## src/core/rdseq_pkg.sv

```systemverilog
package rdseq_pkg;
    localparam int NUM_RAILS = 4;
    localparam int NUM_PINS = 4;
    localparam int CLK_MHZ = 100;
    // soft-off timing defaults
    localparam int SOFT_DELAY_US = 1000;
    localparam int SOFT_RAMP_US = 4500;
    localparam int SOFT_DELAY_CYC = SOFT_DELAY_US * CLK_MHZ;
    localparam int SOFT_RAMP_CYC = SOFT_RAMP_US * CLK_MHZ;
    // register offsets
    localparam logic [7:0] OFS_PIN_DIR = 8'h00;
    localparam logic [7:0] OFS_PIN_POL = 8'h04;
    localparam logic [7:0] OFS_PIN_SEL = 8'h08;
    localparam logic [7:0] OFS_RAIL_CFG = 8'h10;
    localparam logic [7:0] OFS_STATUS = 8'h20;
    localparam logic [7:0] OFS_START = 8'h24;
    localparam logic [7:0] OFS_ACTIVE_LVL = 8'h28;
    localparam logic [31:0] RESET_WORD = 32'h0000_0000;

    typedef enum logic [1:0] {
        RDSEQ_OFF,
        RDSEQ_ON,
        RDSEQ_WAIT,
        RDSEQ_RAMP
    } rdseq_state_e;

    // per-rail configuration word: on deps[7:0], stay deps[15:8], mode bit 16
    typedef struct packed {
        logic shut_soft;
        logic [7:0] stay_dep;
        logic [7:0] on_dep;
    } rdseq_rail_cfg_s;

    typedef struct packed {
        logic [NUM_RAILS-1:0] running;
        logic [NUM_RAILS-1:0] ramping;
    } rdseq_status_s;
endpackage

```

## src/core/rdseq_cfg_mem.sv

```systemverilog
module rdseq_cfg_mem
    import rdseq_pkg::*;
#(
    parameter int DEPTH = NUM_RAILS
) (
    input wire logic pclk,
    input wire logic presetn,
    input wire logic wr_en,
    input wire logic [$clog2(DEPTH)-1:0] wr_idx,
    input wire logic [31:0] wr_data,
    input wire logic [$clog2(DEPTH)-1:0] rd_idx,
    output logic [31:0] rd_data,
    output rdseq_rail_cfg_s cfg_all [DEPTH]
);
    logic [31:0] mem_r [DEPTH];

    always_ff @(posedge pclk or negedge presetn) begin
        if (!presetn) begin
            for (int i = 0; i < DEPTH; i++) begin
                mem_r[i] <= RESET_WORD;
            end
        end else if (wr_en) begin
            mem_r[wr_idx] <= wr_data;
        end
    end

    always_ff @(posedge pclk or negedge presetn) begin
        if (!presetn) begin
            rd_data <= RESET_WORD;
        end else begin
            rd_data <= mem_r[rd_idx];
        end
    end

    always_comb begin
        for (int i = 0; i < DEPTH; i++) begin
            cfg_all[i] = rdseq_rail_cfg_s'(mem_r[i][16:0]);
        end
    end
endmodule

```

## src/core/rdseq_top.sv

```systemverilog
module rdseq_top
    import rdseq_pkg::*;
#(
    parameter int DELAY_CYC = SOFT_DELAY_CYC,
    parameter int RAMP_CYC = SOFT_RAMP_CYC
) (
    input wire logic pclk,
    input wire logic presetn,
    input wire logic psel,
    input wire logic penable,
    input wire logic pwrite,
    input wire logic [7:0] paddr,
    input wire logic [31:0] pwdata,
    output logic [31:0] prdata,
    output logic pready,
    output logic pslverr,
    input wire logic [NUM_RAILS-1:0] rail_pgood,
    input wire logic [NUM_RAILS-1:0] rail_start,
    input wire logic [NUM_PINS-1:0] pin_in,
    output logic [NUM_PINS-1:0] pin_out,
    output logic [NUM_PINS-1:0] pin_oe,
    output logic [NUM_RAILS-1:0] rail_enable,
    output logic [NUM_RAILS-1:0] rail_switching,
    output logic [NUM_RAILS-1:0] rail_ramp_down
);
    // dependency source vector: [3:0] rails, [7:4] pins
    logic [NUM_PINS-1:0] pin_dir_r;
    logic [NUM_PINS-1:0] pin_pol_r;
    logic [NUM_PINS-1:0] pin_act_lvl_r;
    logic [NUM_RAILS-1:0] pin_sequence_setup_r [NUM_PINS];
    logic [NUM_RAILS-1:0] start_sw_r;
    rdseq_rail_cfg_s cfg [NUM_RAILS];
    logic [31:0] mem_rd;
    rdseq_state_e st_r [NUM_RAILS];
    logic [31:0] cnt_r [NUM_RAILS];
    logic [7:0] src;
    logic [7:0] src_prev_r;
    logic [7:0] src_fall;
    logic [NUM_PINS-1:0] pin_dir_in;
    logic wr_acc;
    logic rd_mem_sel_r;
    logic [31:0] reg_rd_r;
    logic mem_wr;
    rdseq_status_s status;

    function automatic logic [7:0] legal_deps(input logic [7:0] deps, input int rail);
        logic [7:0] m;
        m = deps;
        m[rail] = 1'b0;
        m[7:4] = m[7:4] & pin_dir_in;
        return m;
    endfunction

    assign pin_dir_in = ~pin_dir_r;
    assign wr_acc = psel && penable && pwrite;
    assign mem_wr = wr_acc && paddr[7:4] == OFS_RAIL_CFG[7:4];
    assign pready = 1'b1;
    assign pslverr = 1'b0;

    // 1 = output, 0 = input; settings kept apart from rail config
    always_ff @(posedge pclk or negedge presetn) begin
        if (!presetn) begin
            pin_dir_r <= '0;
            pin_pol_r <= '0;
            pin_act_lvl_r <= '1;
            start_sw_r <= '0;
            for (int i = 0; i < NUM_PINS; i++) begin
                pin_sequence_setup_r[i] <= '0;
            end
        end else if (wr_acc) begin
            unique case (paddr)
                OFS_PIN_DIR: pin_dir_r <= pwdata[NUM_PINS-1:0];
                OFS_PIN_POL: pin_pol_r <= pwdata[NUM_PINS-1:0];
                OFS_ACTIVE_LVL: pin_act_lvl_r <= pwdata[NUM_PINS-1:0];
                OFS_START: start_sw_r <= pwdata[NUM_RAILS-1:0];
                OFS_PIN_SEL: begin
                    for (int i = 0; i < NUM_PINS; i++) begin
                        pin_sequence_setup_r[i] <= pwdata[i*8 +: NUM_RAILS];
                    end
                end
                default: ;
            endcase
        end
    end

    rdseq_cfg_mem #(.DEPTH(NUM_RAILS)) u_cfg (
        .pclk(pclk),
        .presetn(presetn),
        .wr_en(mem_wr),
        .wr_idx(paddr[3:2]),
        .wr_data(pwdata),
        .rd_idx(paddr[3:2]),
        .rd_data(mem_rd),
        .cfg_all(cfg)
    );

    always_comb begin
        for (int r = 0; r < NUM_RAILS; r++) begin
            status.running[r] = st_r[r] == RDSEQ_ON;
            status.ramping[r] = st_r[r] == RDSEQ_RAMP;
        end
    end

    // read data registered one setup cycle ahead; zero-wait apb answer
    always_ff @(posedge pclk or negedge presetn) begin
        if (!presetn) begin
            reg_rd_r <= '0;
            rd_mem_sel_r <= 1'b0;
        end else if (psel && !penable) begin
            rd_mem_sel_r <= paddr[7:4] == OFS_RAIL_CFG[7:4];
            unique case (paddr)
                OFS_PIN_DIR: reg_rd_r <= 32'(pin_dir_r);
                OFS_PIN_POL: reg_rd_r <= 32'(pin_pol_r);
                OFS_ACTIVE_LVL: reg_rd_r <= 32'(pin_act_lvl_r);
                OFS_START: reg_rd_r <= 32'(start_sw_r);
                OFS_STATUS: reg_rd_r <= 32'(status);
                OFS_PIN_SEL: begin
                    reg_rd_r <= '0;
                    for (int i = 0; i < NUM_PINS; i++) begin
                        reg_rd_r[i*8 +: NUM_RAILS] <= pin_sequence_setup_r[i];
                    end
                end
                default: reg_rd_r <= '0;
            endcase
        end
    end

    assign prdata = rd_mem_sel_r ? mem_rd : reg_rd_r;

    // power-good AND per output pin, with polarity
    always_ff @(posedge pclk or negedge presetn) begin
        if (!presetn) begin
            pin_out <= '0;
            pin_oe <= '0;
        end else begin
            for (int i = 0; i < NUM_PINS; i++) begin
                logic good;
                good = ((rail_pgood & pin_sequence_setup_r[i]) == pin_sequence_setup_r[i])
                    && (pin_sequence_setup_r[i] != '0);
                pin_out[i] <= pin_dir_r[i] & (good ^ pin_pol_r[i]);
                pin_oe[i] <= pin_dir_r[i];
            end
        end
    end

    // sources normalised to active-high stay-on level
    assign src = {pin_in ~^ pin_act_lvl_r, rail_pgood};

    always_ff @(posedge pclk or negedge presetn) begin
        if (!presetn) begin
            src_prev_r <= '0;
        end else begin
            src_prev_r <= src;
        end
    end

    assign src_fall = src_prev_r & ~src;

    // per-rail controller; on and stay sets independent
    always_ff @(posedge pclk or negedge presetn) begin
        if (!presetn) begin
            for (int r = 0; r < NUM_RAILS; r++) begin
                st_r[r] <= RDSEQ_OFF;
                cnt_r[r] <= '0;
            end
        end else begin
            for (int r = 0; r < NUM_RAILS; r++) begin
                logic [7:0] on_m;
                logic [7:0] stay_m;
                on_m = legal_deps(cfg[r].on_dep, r);
                stay_m = legal_deps(cfg[r].stay_dep, r);
                unique case (st_r[r])
                    RDSEQ_OFF: begin
                        // empty set satisfies trivially
                        if ((rail_start[r] | start_sw_r[r]) && (src & on_m) == on_m) begin
                            st_r[r] <= RDSEQ_ON;
                        end
                    end
                    RDSEQ_ON: begin
                        // on deps not read here
                        if ((src_fall & stay_m) != '0) begin
                            if (cfg[r].shut_soft) begin
                                st_r[r] <= RDSEQ_WAIT;
                                cnt_r[r] <= 32'(DELAY_CYC);
                            end else begin
                                st_r[r] <= RDSEQ_OFF;
                            end
                        end else if (!(rail_start[r] | start_sw_r[r])) begin
                            st_r[r] <= RDSEQ_OFF;
                        end
                    end
                    RDSEQ_WAIT: begin
                        if (cnt_r[r] <= 32'd1) begin
                            st_r[r] <= RDSEQ_RAMP;
                            cnt_r[r] <= 32'(RAMP_CYC);
                        end else begin
                            cnt_r[r] <= cnt_r[r] - 32'd1;
                        end
                    end
                    RDSEQ_RAMP: begin
                        // ramp end stands for minimum pulse reached
                        if (cnt_r[r] <= 32'd1) begin
                            st_r[r] <= RDSEQ_OFF;
                            cnt_r[r] <= '0;
                        end else begin
                            cnt_r[r] <= cnt_r[r] - 32'd1;
                        end
                    end
                endcase
            end
        end
    end

    always_comb begin
        for (int r = 0; r < NUM_RAILS; r++) begin
            rail_enable[r] = st_r[r] != RDSEQ_OFF;
            rail_switching[r] = st_r[r] != RDSEQ_OFF;
            rail_ramp_down[r] = st_r[r] == RDSEQ_RAMP;
        end
    end

    chk_imm_off_stop: assert property (@(posedge pclk) disable iff (!presetn)
        (st_r[0] == RDSEQ_ON && (src_fall & legal_deps(cfg[0].stay_dep, 0)) != '0
         && !cfg[0].shut_soft) |=> !rail_switching[0])
        else $error("immediate-off rail still switching");
    // soft-off watched on rail 3, the rail that is set up for a soft shutdown
    chk_soft_waits: assert property (@(posedge pclk) disable iff (!presetn)
        (st_r[3] == RDSEQ_ON && (src_fall & legal_deps(cfg[3].stay_dep, 3)) != '0
         && cfg[3].shut_soft) |=> st_r[3] == RDSEQ_WAIT && rail_switching[3])
        else $error("soft-off did not enter delay");
    chk_out_and_pg: assert property (@(posedge pclk) disable iff (!presetn)
        (pin_dir_r[0] && !pin_pol_r[0] && !$changed(pin_dir_r[0])
         && pin_sequence_setup_r[0] != '0 && !$changed(pin_sequence_setup_r[0])
         && (rail_pgood & pin_sequence_setup_r[0]) != pin_sequence_setup_r[0])
        |=> !pin_out[0])
        else $error("sequencing output high with a rail not good");
    chk_out_drops: assert property (@(posedge pclk) disable iff (!presetn)
        (pin_out[0] && pin_dir_r[0] && !pin_pol_r[0]
         && (rail_pgood & pin_sequence_setup_r[0]) != pin_sequence_setup_r[0])
        |=> !pin_out[0])
        else $error("sequencing output held after a rail failed");
    chk_pol_inverts: assert property (@(posedge pclk) disable iff (!presetn)
        (pin_dir_r[1] && pin_pol_r[1] && pin_sequence_setup_r[1] != '0
         && (rail_pgood & pin_sequence_setup_r[1]) == pin_sequence_setup_r[1])
        |=> pin_oe[1] && !pin_out[1])
        else $error("inverted output not at its active level");
    chk_input_no_drive: assert property (@(posedge pclk) disable iff (!presetn)
        !pin_dir_r[2] |=> !pin_oe[2] && !pin_out[2])
        else $error("input pin driven");
    // own power-good dips on a quick restart; that dip must never stop the rail
    chk_no_self_dep: assert property (@(posedge pclk) disable iff (!presetn)
        (st_r[1] == RDSEQ_ON && (rail_start[1] | start_sw_r[1])
         && (src_fall & cfg[1].stay_dep & 8'hfd) == '0) |=> st_r[1] == RDSEQ_ON)
        else $error("rail dropped by its own power-good");
    chk_held_low_ok: assert property (@(posedge pclk) disable iff (!presetn)
        (st_r[2] == RDSEQ_ON && src_fall == '0 && (rail_start[2] | start_sw_r[2]))
        |=> st_r[2] == RDSEQ_ON)
        else $error("rail dropped without a dependency edge");
    chk_start_gated: assert property (@(posedge pclk) disable iff (!presetn)
        (st_r[3] == RDSEQ_OFF && (src & legal_deps(cfg[3].on_dep, 3))
         != legal_deps(cfg[3].on_dep, 3)) |=> st_r[3] == RDSEQ_OFF)
        else $error("rail started with turn-on dependency unmet");
    chk_stay_pin_edge: assert property (@(posedge pclk) disable iff (!presetn)
        (st_r[0] == RDSEQ_ON && src_fall[6] && cfg[0].stay_dep[6] && !pin_dir_r[2])
        |=> st_r[0] != RDSEQ_ON)
        else $error("input pin loss did not stop the rail");
    chk_wait_to_ramp: assert property (@(posedge pclk) disable iff (!presetn)
        (st_r[3] == RDSEQ_WAIT && cnt_r[3] == 32'd1) |=> rail_ramp_down[3] && rail_enable[3])
        else $error("delay did not hand over to the ramp");
    chk_ramp_then_off: assert property (@(posedge pclk) disable iff (!presetn)
        (st_r[3] == RDSEQ_RAMP && cnt_r[3] == 32'd1) |=> !rail_enable[3])
        else $error("power stage not released after ramp");

    cov_soft_off: cover property (@(posedge pclk) disable iff (!presetn)
        st_r[3] == RDSEQ_RAMP ##1 st_r[3] == RDSEQ_OFF);
    cov_self_edge: cover property (@(posedge pclk) disable iff (!presetn)
        st_r[1] == RDSEQ_ON && src_fall[1] && cfg[1].stay_dep[1]);
    cov_pin_stay_loss: cover property (@(posedge pclk) disable iff (!presetn)
        st_r[0] == RDSEQ_ON && src_fall[6]);
    cov_imm_off: cover property (@(posedge pclk) disable iff (!presetn)
        st_r[1] == RDSEQ_ON ##1 st_r[1] == RDSEQ_OFF);
    cov_pin_out: cover property (@(posedge pclk) disable iff (!presetn)
        pin_oe[0] && pin_out[0]);
endmodule

```

## config.mk

```make
export PLATFORM = sky130hd
export DESIGN_NAME = rdseq_top
export DESIGN_NICKNAME = d
export VERILOG_FILES = /design/src/core/rdseq_pkg.sv /design/src/core/rdseq_cfg_mem.sv /design/src/core/rdseq_top.sv
export SDC_FILE = /design/constraint.sdc
export NUM_CORES = 1
export LEC_CHECK = 0
export BUFFER_PORTS_ARGS = -buffer_cell sky130_fd_sc_hd__buf_2
export CAP_MARGIN = 10
export CORE_MARGIN = 5
export CORE_UTILIZATION = 40
export DETAILED_ROUTE_END_ITERATION = 8
export GPL_ROUTABILITY_DRIVEN = 0
export PLACE_DENSITY_LB_ADDON = 0.2
export SYNTH_ARGS = -nofsm -noshare
export SYNTH_HDL_FRONTEND = slang
export SYNTH_HIERARCHICAL = 1
export SYNTH_SLANG_ARGS = --single-unit
```

## constraint.sdc

```tcl
create_clock -name pclk -period 3.2 [get_ports pclk]
set_clock_uncertainty 0.05 [all_clocks]
set_input_delay 0.64 -clock pclk [delete_from_list [all_inputs] [get_ports pclk]]
set_output_delay 0.64 -clock pclk [all_outputs]
set_load 0.005 [all_outputs]
```

== Word level (Yosys, flattened, before mapping) ==
Index checks and enable logic that the tools add are counted.
Word-level totals
  output and inout bits: 54
  word-level logic and storage cells: 227
  input bits: 57
  register bits: 377
Cells by class
  muxes and demuxes: 56
  bitwise gates (word level): 37
  $add $sub $neg: 4
  magnitude comparators: 6
  reductions and logical operators: 48
  equality and inequality tests: 50
Operator list (count)
  $mux 32: 20
  $pmux 32 s3: 4
  $pmux 28 s6: 1
  $bwmux 128: 1
  $le 32x1->1 const B: 4
  $sub 32x1->32 const B: 4
  $and 8x8->8: 9
  $bmux 32 s2: 1
  $demux 32 s2: 1
  $and 4x4->4: 12
  $mux 2: 24
  $eq 8x8->1: 4
  $pmux 2 s4: 4
  $reduce_bool 8->1: 4
  $eq 8x6->1 const B: 3
  $ne 2x1->1 const B: 12
  $eq 2x2->1 const B: 8
  $eq 4x4->1: 4
  $ne 2x2->1 const B: 8
  $reduce_and 4->1: 4
  $reduce_bool 4->1: 4
  $logic_and 1x1->1: 13
  $ne 3x2->1 const B: 4
  $reduce_and 3->1: 4
  19 further kinds: 44

== Longest topological paths before layout ==
Gate-level depths: netlist of run 1.
  depth in word-level cells: 7
  mapped depth: 9
  gate-level depth less buffers: 7

== By module ==
Netlist of run 1, hierarchy kept.
By module, submodules not included
  rdseq_top: sequential area each 5134.9 um2, cells each 1315, instances 1, area each 12180.4 um2
  rdseq_cfg_mem: sequential area each 4003.8 um2, cells each 411, instances 1, area each 6812.8 um2

== Least setup slack after synthesis of run 1 ==
OpenSTA, ideal clock, no wires.
  path kind: register -> register
  start: register cnt_r[0] in the netlist's numbering
  end: register cnt_r[30] in the netlist's numbering
  path buffers: 1
  slack: 537 ps
  setup time: 124 ps
  arrival time: 2489 ps
  period minus slack after synthesis: 2663 ps
  stages on the path, launching flop included: 9
  data required time: 3026 ps
  path through: dfrtp_1 > inv_1 > ha_1 > or3b_2 > or2_2 > clkbuf_1 > or3_4 > o311a_1 > a211o_1
Between the ends
  word-level cells in the longest chain between the ends: 3
  elaborated cells on any way between the ends: 5
  those cells by class: 1 x add/sub; 1 x order compare; 3 x mux
Ends and longest elaborated chain
  start: declaration: line rdseq_top.sv:35  | logic [31:0] cnt_r [NUM_RAILS];
  start signal: indexed assignment: line rdseq_top.sv:184  | cnt_r[r] <= 32'(DELAY_CYC);
  start signal: indexed assignment: line rdseq_top.sv:195  | cnt_r[r] <= 32'(RAMP_CYC);
  start signal: indexed assignment: line rdseq_top.sv:197  | cnt_r[r] <= cnt_r[r] - 32'd1;
  $sub 32x1->32 or $le 32x1->1 (tied branches)
  $mux 32, on equally long branches: line rdseq_top.sv:202, rdseq_top.sv:193
  $pmux 32 s3 *: line rdseq_top.sv:172  | unique case (st_r[r])
Every way passes the cells marked *; elsewhere a longest branch is shown, timed or not.
A chain may end at the register's enable or synchronous reset.

==> results of run 1 <==
flip-flops by register name, indices dropped and copies added, names as in the netlist, 8 cells and up, named ones only:
signal	flops
cnt_r	128
u_cfg/cfg_all	68
u_cfg/mem_r	60
u_cfg/rd_data	32
reg_rd_r	20
pin_sequence_setup_r	16
src_prev_r	8
critical path: stages (launching register included):
cell and delay, ns:
dfrtp_1 0.70, clkinv_1 0.50, nor2_2 0.39, buf_2 0.18
power by group through the flow:
| stage | Sequential, mW | Clock, mW | Combinational [mW] |
|---|---|---|---|
| 6_report | 5.37 | 4.66 | 1.29 |
| 5_1_grt | 5.42 | 4.95 | 1.44 |
| 4_1_cts | 5.36 | 4.78 | 1.30 |
| 3_5_place_dp | 5.44 | 0 | 1.29 |
| 3_3_place_gp | 5.43 | 0 | 1.27 |
| 2_1_floorplan | 5.29 | 0 | 0.925 |
layout make-up:
type / count / share of cell area [%]
repair buffers: 184 / 5.659
well taps: 607 / 3.556
flip-flops and latches: 365 / 42.79
diodes: 2 / 0.02343
clock inverters: 22 / 0.8260
multi-input cells: 1144 / 40.90
clock buffers: 54 / 5.407
inverters: 48 / 0.8436
worst paths after layout:
| path | to | slack (ns) | cells after the start |
|---|---|---|---|
| max in group asynchronous | pin_act_lvl_r[0]$_DFFE_PN1P_ | 2.21 | 2 |
| worst min-delay path | cnt_r[67]$_DFFE_PN0P_ | 0.03 | 1 |
| worst max register to register | cnt_r[17]$_DFFE_PN0P_ | 0.28 | 5 |
| worst max-delay path | rail_ramp_down[0] | 0.16 | 3 |
| min in group pclk | src_prev_r[3]$_DFF_PN0_ | 0.17 | 1 |
| worst min register to register | reg_rd_r[5]$_DFFE_PN0P_ | 0.41 | 2 |
per-layer routing:
layer  up-vias  part of all wire [%]  global-route usage (%)
met5         -                 0.047                       0
met4         6                   2.5                   5.652
met3        84                   5.7                   3.417
met2       436                    46                   31.54
met1      7405                    46                   29.53
li1       6622                     -                       -
stage by stage:
step	utilization, %	power, mW	setup WS (ns)
detailed placement	42.89	6.736	0.1889
finish	45.78	11.32	0.1606
CTS	45.75	11.44	0.1258
floorplan	-	6.219	0.5374
global route	45.78	11.82	0.01376
global placement	42.89	6.700	0.2766
==> flow_metrics.tcl, run 1 <==
set metrics [dict create \
    synth_warnings 6 \
    total_leakage_power_nw 9.823 \
    crit_type "reg -> out" \
    cts_tree "built" \
    ios 111 \
    ir_worst_vdd_uv 477.6 \
    syn_inst 1718 \
    row_count 79 \
    die-area_um2 51780 \
    avgSynthCellArea_um2 11.02 \
    finalSetupViolCount 0 \
    hp-class "in -> async" \
    outcome "finished, final reports clean" \
    arrival_ns 2.35 \
    required_ns 2.51 \
    syn_nets 1783 \
    core-area_um2 46650 \
    fmax_mhz 329.0 \
    syn2layout_area_growth_pct 12.81 \
    grt_antenna_before_repair 5 \
    mostFrequentLayoutCells "dfrtp_1 (361), mux2_2 (179), buf_2 (107)" \
    cp_max_fo 16 \
    die_h_um 227.6 \
    start_util_pct 40.58 \
    pwr-share-seq_pct 47.4 \
    slew_violations 0 \
    ant_nets 0 \
    p_per_area_nw_per_um2 530.1 \
    n_fill_cell 4292 \
    die_w_um 227.6 \
    gr-total-overflow 0 \
    p_int_mw 8.123 \
    cap_violations 0 \
    fin_cells 2426 \
    multiInputGateArea_um2 8735 \
    power_frac_comb_pct 11.4 \
    final_common_cell "dfrtp_1" \
    wl_um 52660 \
    wire_per_inst_um 21.71 \
    rr_startpoint "cnt_r[20]$_DFFE_PN0P_" \
    cts_buffer_depth 3 \
    netSwitchingFraction_pct 28.26 \
    fin_tns_setup_ns 0 \
    cts_setup_buffers 0 \
    p_clk_share_pct 41.1 \
    netlist_area_um2 18930 \
    dpl-instance-area_um2 20010 \
    cts.clk_slew.worst_paths_ns 0.06 \
    track_usage_pct 20.28 \
    slew_headroom_pct 28.06 \
    fin_nets 1849 \
    clk_latency_ns 0.58 \
    place_hpwl_um 36410 \
    grt_pass1_vias 14500 \
    power_switching_mw 3.199 \
    h-tree-depth 2 \
    vias 14550 \
    clock_sinks 365 \
    cts-root-buf "clkbuf_16" \
    drc 0 \
    setup.worst_path.start_class "register" \
    design_area_um2 21360 \
    hold_slack_ns 0.03209 \
    numCtsBuffers 41 \
    place_inst 2347 \
    worst_slew_pin_slew_ns 1.079 \
    ff_latch_area_um2 9139 \
    grt_max_degree 81 \
    grt_pass1_wl_um 83800 \
    portBuffers 108 \
    drt-pass1-iter-count 5 \
    cts.repair.resized 1 \
    finalHoldViolCount 0 \
    post-route-period-util_pct 94.98 \
    drtIter0Drc 1172 \
    post-route-min-period_ns 3.039 \
    via_per_inst 5.999 \
    postCtsHoldBufs 0 \
    layout-drive-gt1-share_pct 28.73 \
    rsz0062_at_grt "false" \
    cp-end-kind "primary output" \
]
Power figures use the tool's default switching activity.
==> run 2: changes to the inputs <==
Settings changed: MAX_ROUTING_LAYER set to met4.
==> flow_metrics.tcl, run 2 (synthesized netlist as in run 1, its figures left out) <==
set metrics [dict create \
    cts.clk_slew.worst_paths_ns 0.06 \
    die-area_um2 51780 \
    post-route-period-util_pct 95.65 \
    cap_violations 0 \
    cp_max_fo 16 \
    portBuffers 108 \
    row_count 79 \
    h-tree-depth 2 \
    hp-class "in -> async" \
    dpl-instance-area_um2 20010 \
    start_util_pct 40.58 \
    fmax_mhz 326.7 \
    n_fill_cell 4292 \
    outcome "finished, final reports clean" \
    p_per_area_nw_per_um2 529.5 \
    ant_nets 0 \
    rsz0062_at_grt "false" \
    die_w_um 227.6 \
    place_hpwl_um 36410 \
    die_h_um 227.6 \
    post-route-min-period_ns 3.061 \
    track_usage_pct 20.91 \
    grt_pass1_vias 14490 \
    final_common_cell "dfrtp_1" \
    cts-root-buf "clkbuf_16" \
    drc 0 \
    crit_family "flip-flops" \
    preCtsSetupSlack_ns 0.1889 \
    numCtsBuffers 41 \
    path_cells "clkinv_1 > nor2_2 > buf_2" \
    layout-drive-gt1-share_pct 28.73 \
    wl_um 52630 \
    drt-pass1-iter-count 5 \
    slew_headroom_pct 28.63 \
    grt_max_degree 81 \
    vias 14440 \
    fin_tns_setup_ns 0 \
    crit_slowest_cell "dfrtp_1" \
    grt_antenna_before_repair 5 \
    design_area_um2 21370 \
    syn2layout_area_growth_pct 12.85 \
    clk_latency_ns 0.58 \
    gr-total-overflow 0 \
    slowest_delay_ns 0.71 \
    finalHoldViolCount 0 \
    setup_slack_ns 0.1392 \
    required_ns 2.51 \
    clock_sinks 365 \
    worst_slew_pin_slew_ns 1.071 \
    fin_nets 1849 \
    cp-end-kind "primary output" \
    mostFrequentLayoutCells "dfrtp_1 (361), mux2_2 (179), buf_2 (107)" \
    slew_violations 0 \
    drtIter0Drc 1042 \
    grt_pass1_wl_um 83810 \
    via_per_inst 5.943 \
    arrival_ns 2.37 \
    crit_buf_inv 2 \
    cts_tree "built" \
    largest_reg_flops 128 \
    total_power_mw 11.31 \
    crit_type "reg -> out" \
    ir_worst_vdd_uv 477.7 \
    total_leakage_power_nw 9.823 \
    ios 111 \
    cts_buffer_depth 3 \
    postLayoutCoreUtil_pct 45.79 \
    finalSetupViolCount 0 \
    regMostFlops "cnt_r" \
    core-area_um2 46650 \
    wire_per_inst_um 21.67 \
    setup.worst_path.start_class "register" \
]
-- run 2: cell types whose count changed in the layout (fill, tap and decap cells not counted), sizes merged --
cell,before,now
diode,2,5
-- run 2: report_power, final --
| group | switching, mW | internal (mW) | total, mW |
|---|---|---|---|
| clock | 2.06 | 2.59 | 4.65 |
| combinational | 0.737 | 0.554 | 1.29 |
| sequential | 0.396 | 4.97 | 5.37 |
-- run 2: final timing paths --
| path | end | slack (ns) | cells past startpoint | from |
|---|---|---|---|---|
| setup reg to reg | cnt_r[17]$_DFFE_PN0P_ | 0.27 | 5 | cnt_r[20]$_DFFE_PN0P_ |
| hold / removal | cnt_r[95]$_DFFE_PN0P_ | 0.03 | 1 | presetn |
| setup / recovery | rail_ramp_down[0] | 0.14 | 3 | register |
| min in group pclk | src_prev_r[3]$_DFF_PN0_ | 0.17 | 1 | rail_pgood[3] |
| max in group asynchronous | pin_act_lvl_r[0]$_DFFE_PN1P_ | 2.21 | 2 | presetn |
| hold reg to reg | reg_rd_r[5]$_DFFE_PN0P_ | 0.41 | 2 | reg_rd_r[5]$_DFFE_PN0P_ |
-- run 2: final cells by class --
class	count	area [um2]	share of cell area (%)
antenna	5	12.51	0.05856
clock buffer	54	1155	5.405
clock inverter	22	176.4	0.8257
inverter	48	180.2	0.8433
multi-input combinational	1144	8735	40.88
sequential	365	9139	42.77
tap	607	759.5	3.555
timing repair buffer	184	1209	5.657
-- run 2: per-stage QoR --
step / std cells / hold WS (ns)
global placement: 2347 / 0.3989
CTS: 2423 / 0.04644
finish: 2429 / 0.03042
detailed placement: 2347 / 0.4060
floorplan: 1718 / 0.2944
global route: 2429 / 0.08208
-- run 2: timing repair --
| item | 4_1_cts | 5_1_grt |
|---|---|---|
| setup endpoints to repair | 1 | 0 |
| hold buffers | 0 | 0 |
| buffers inserted | 0 | 0 |
| gates resized for setup | 1 | 0 |
-- run 2: per-layer routing --
metal	track usage (%)	routed length [um]
met3	3.275	2905
met2	31.55	24050
met4	5.652	1293
met5	-	0
met1	29.63	24380
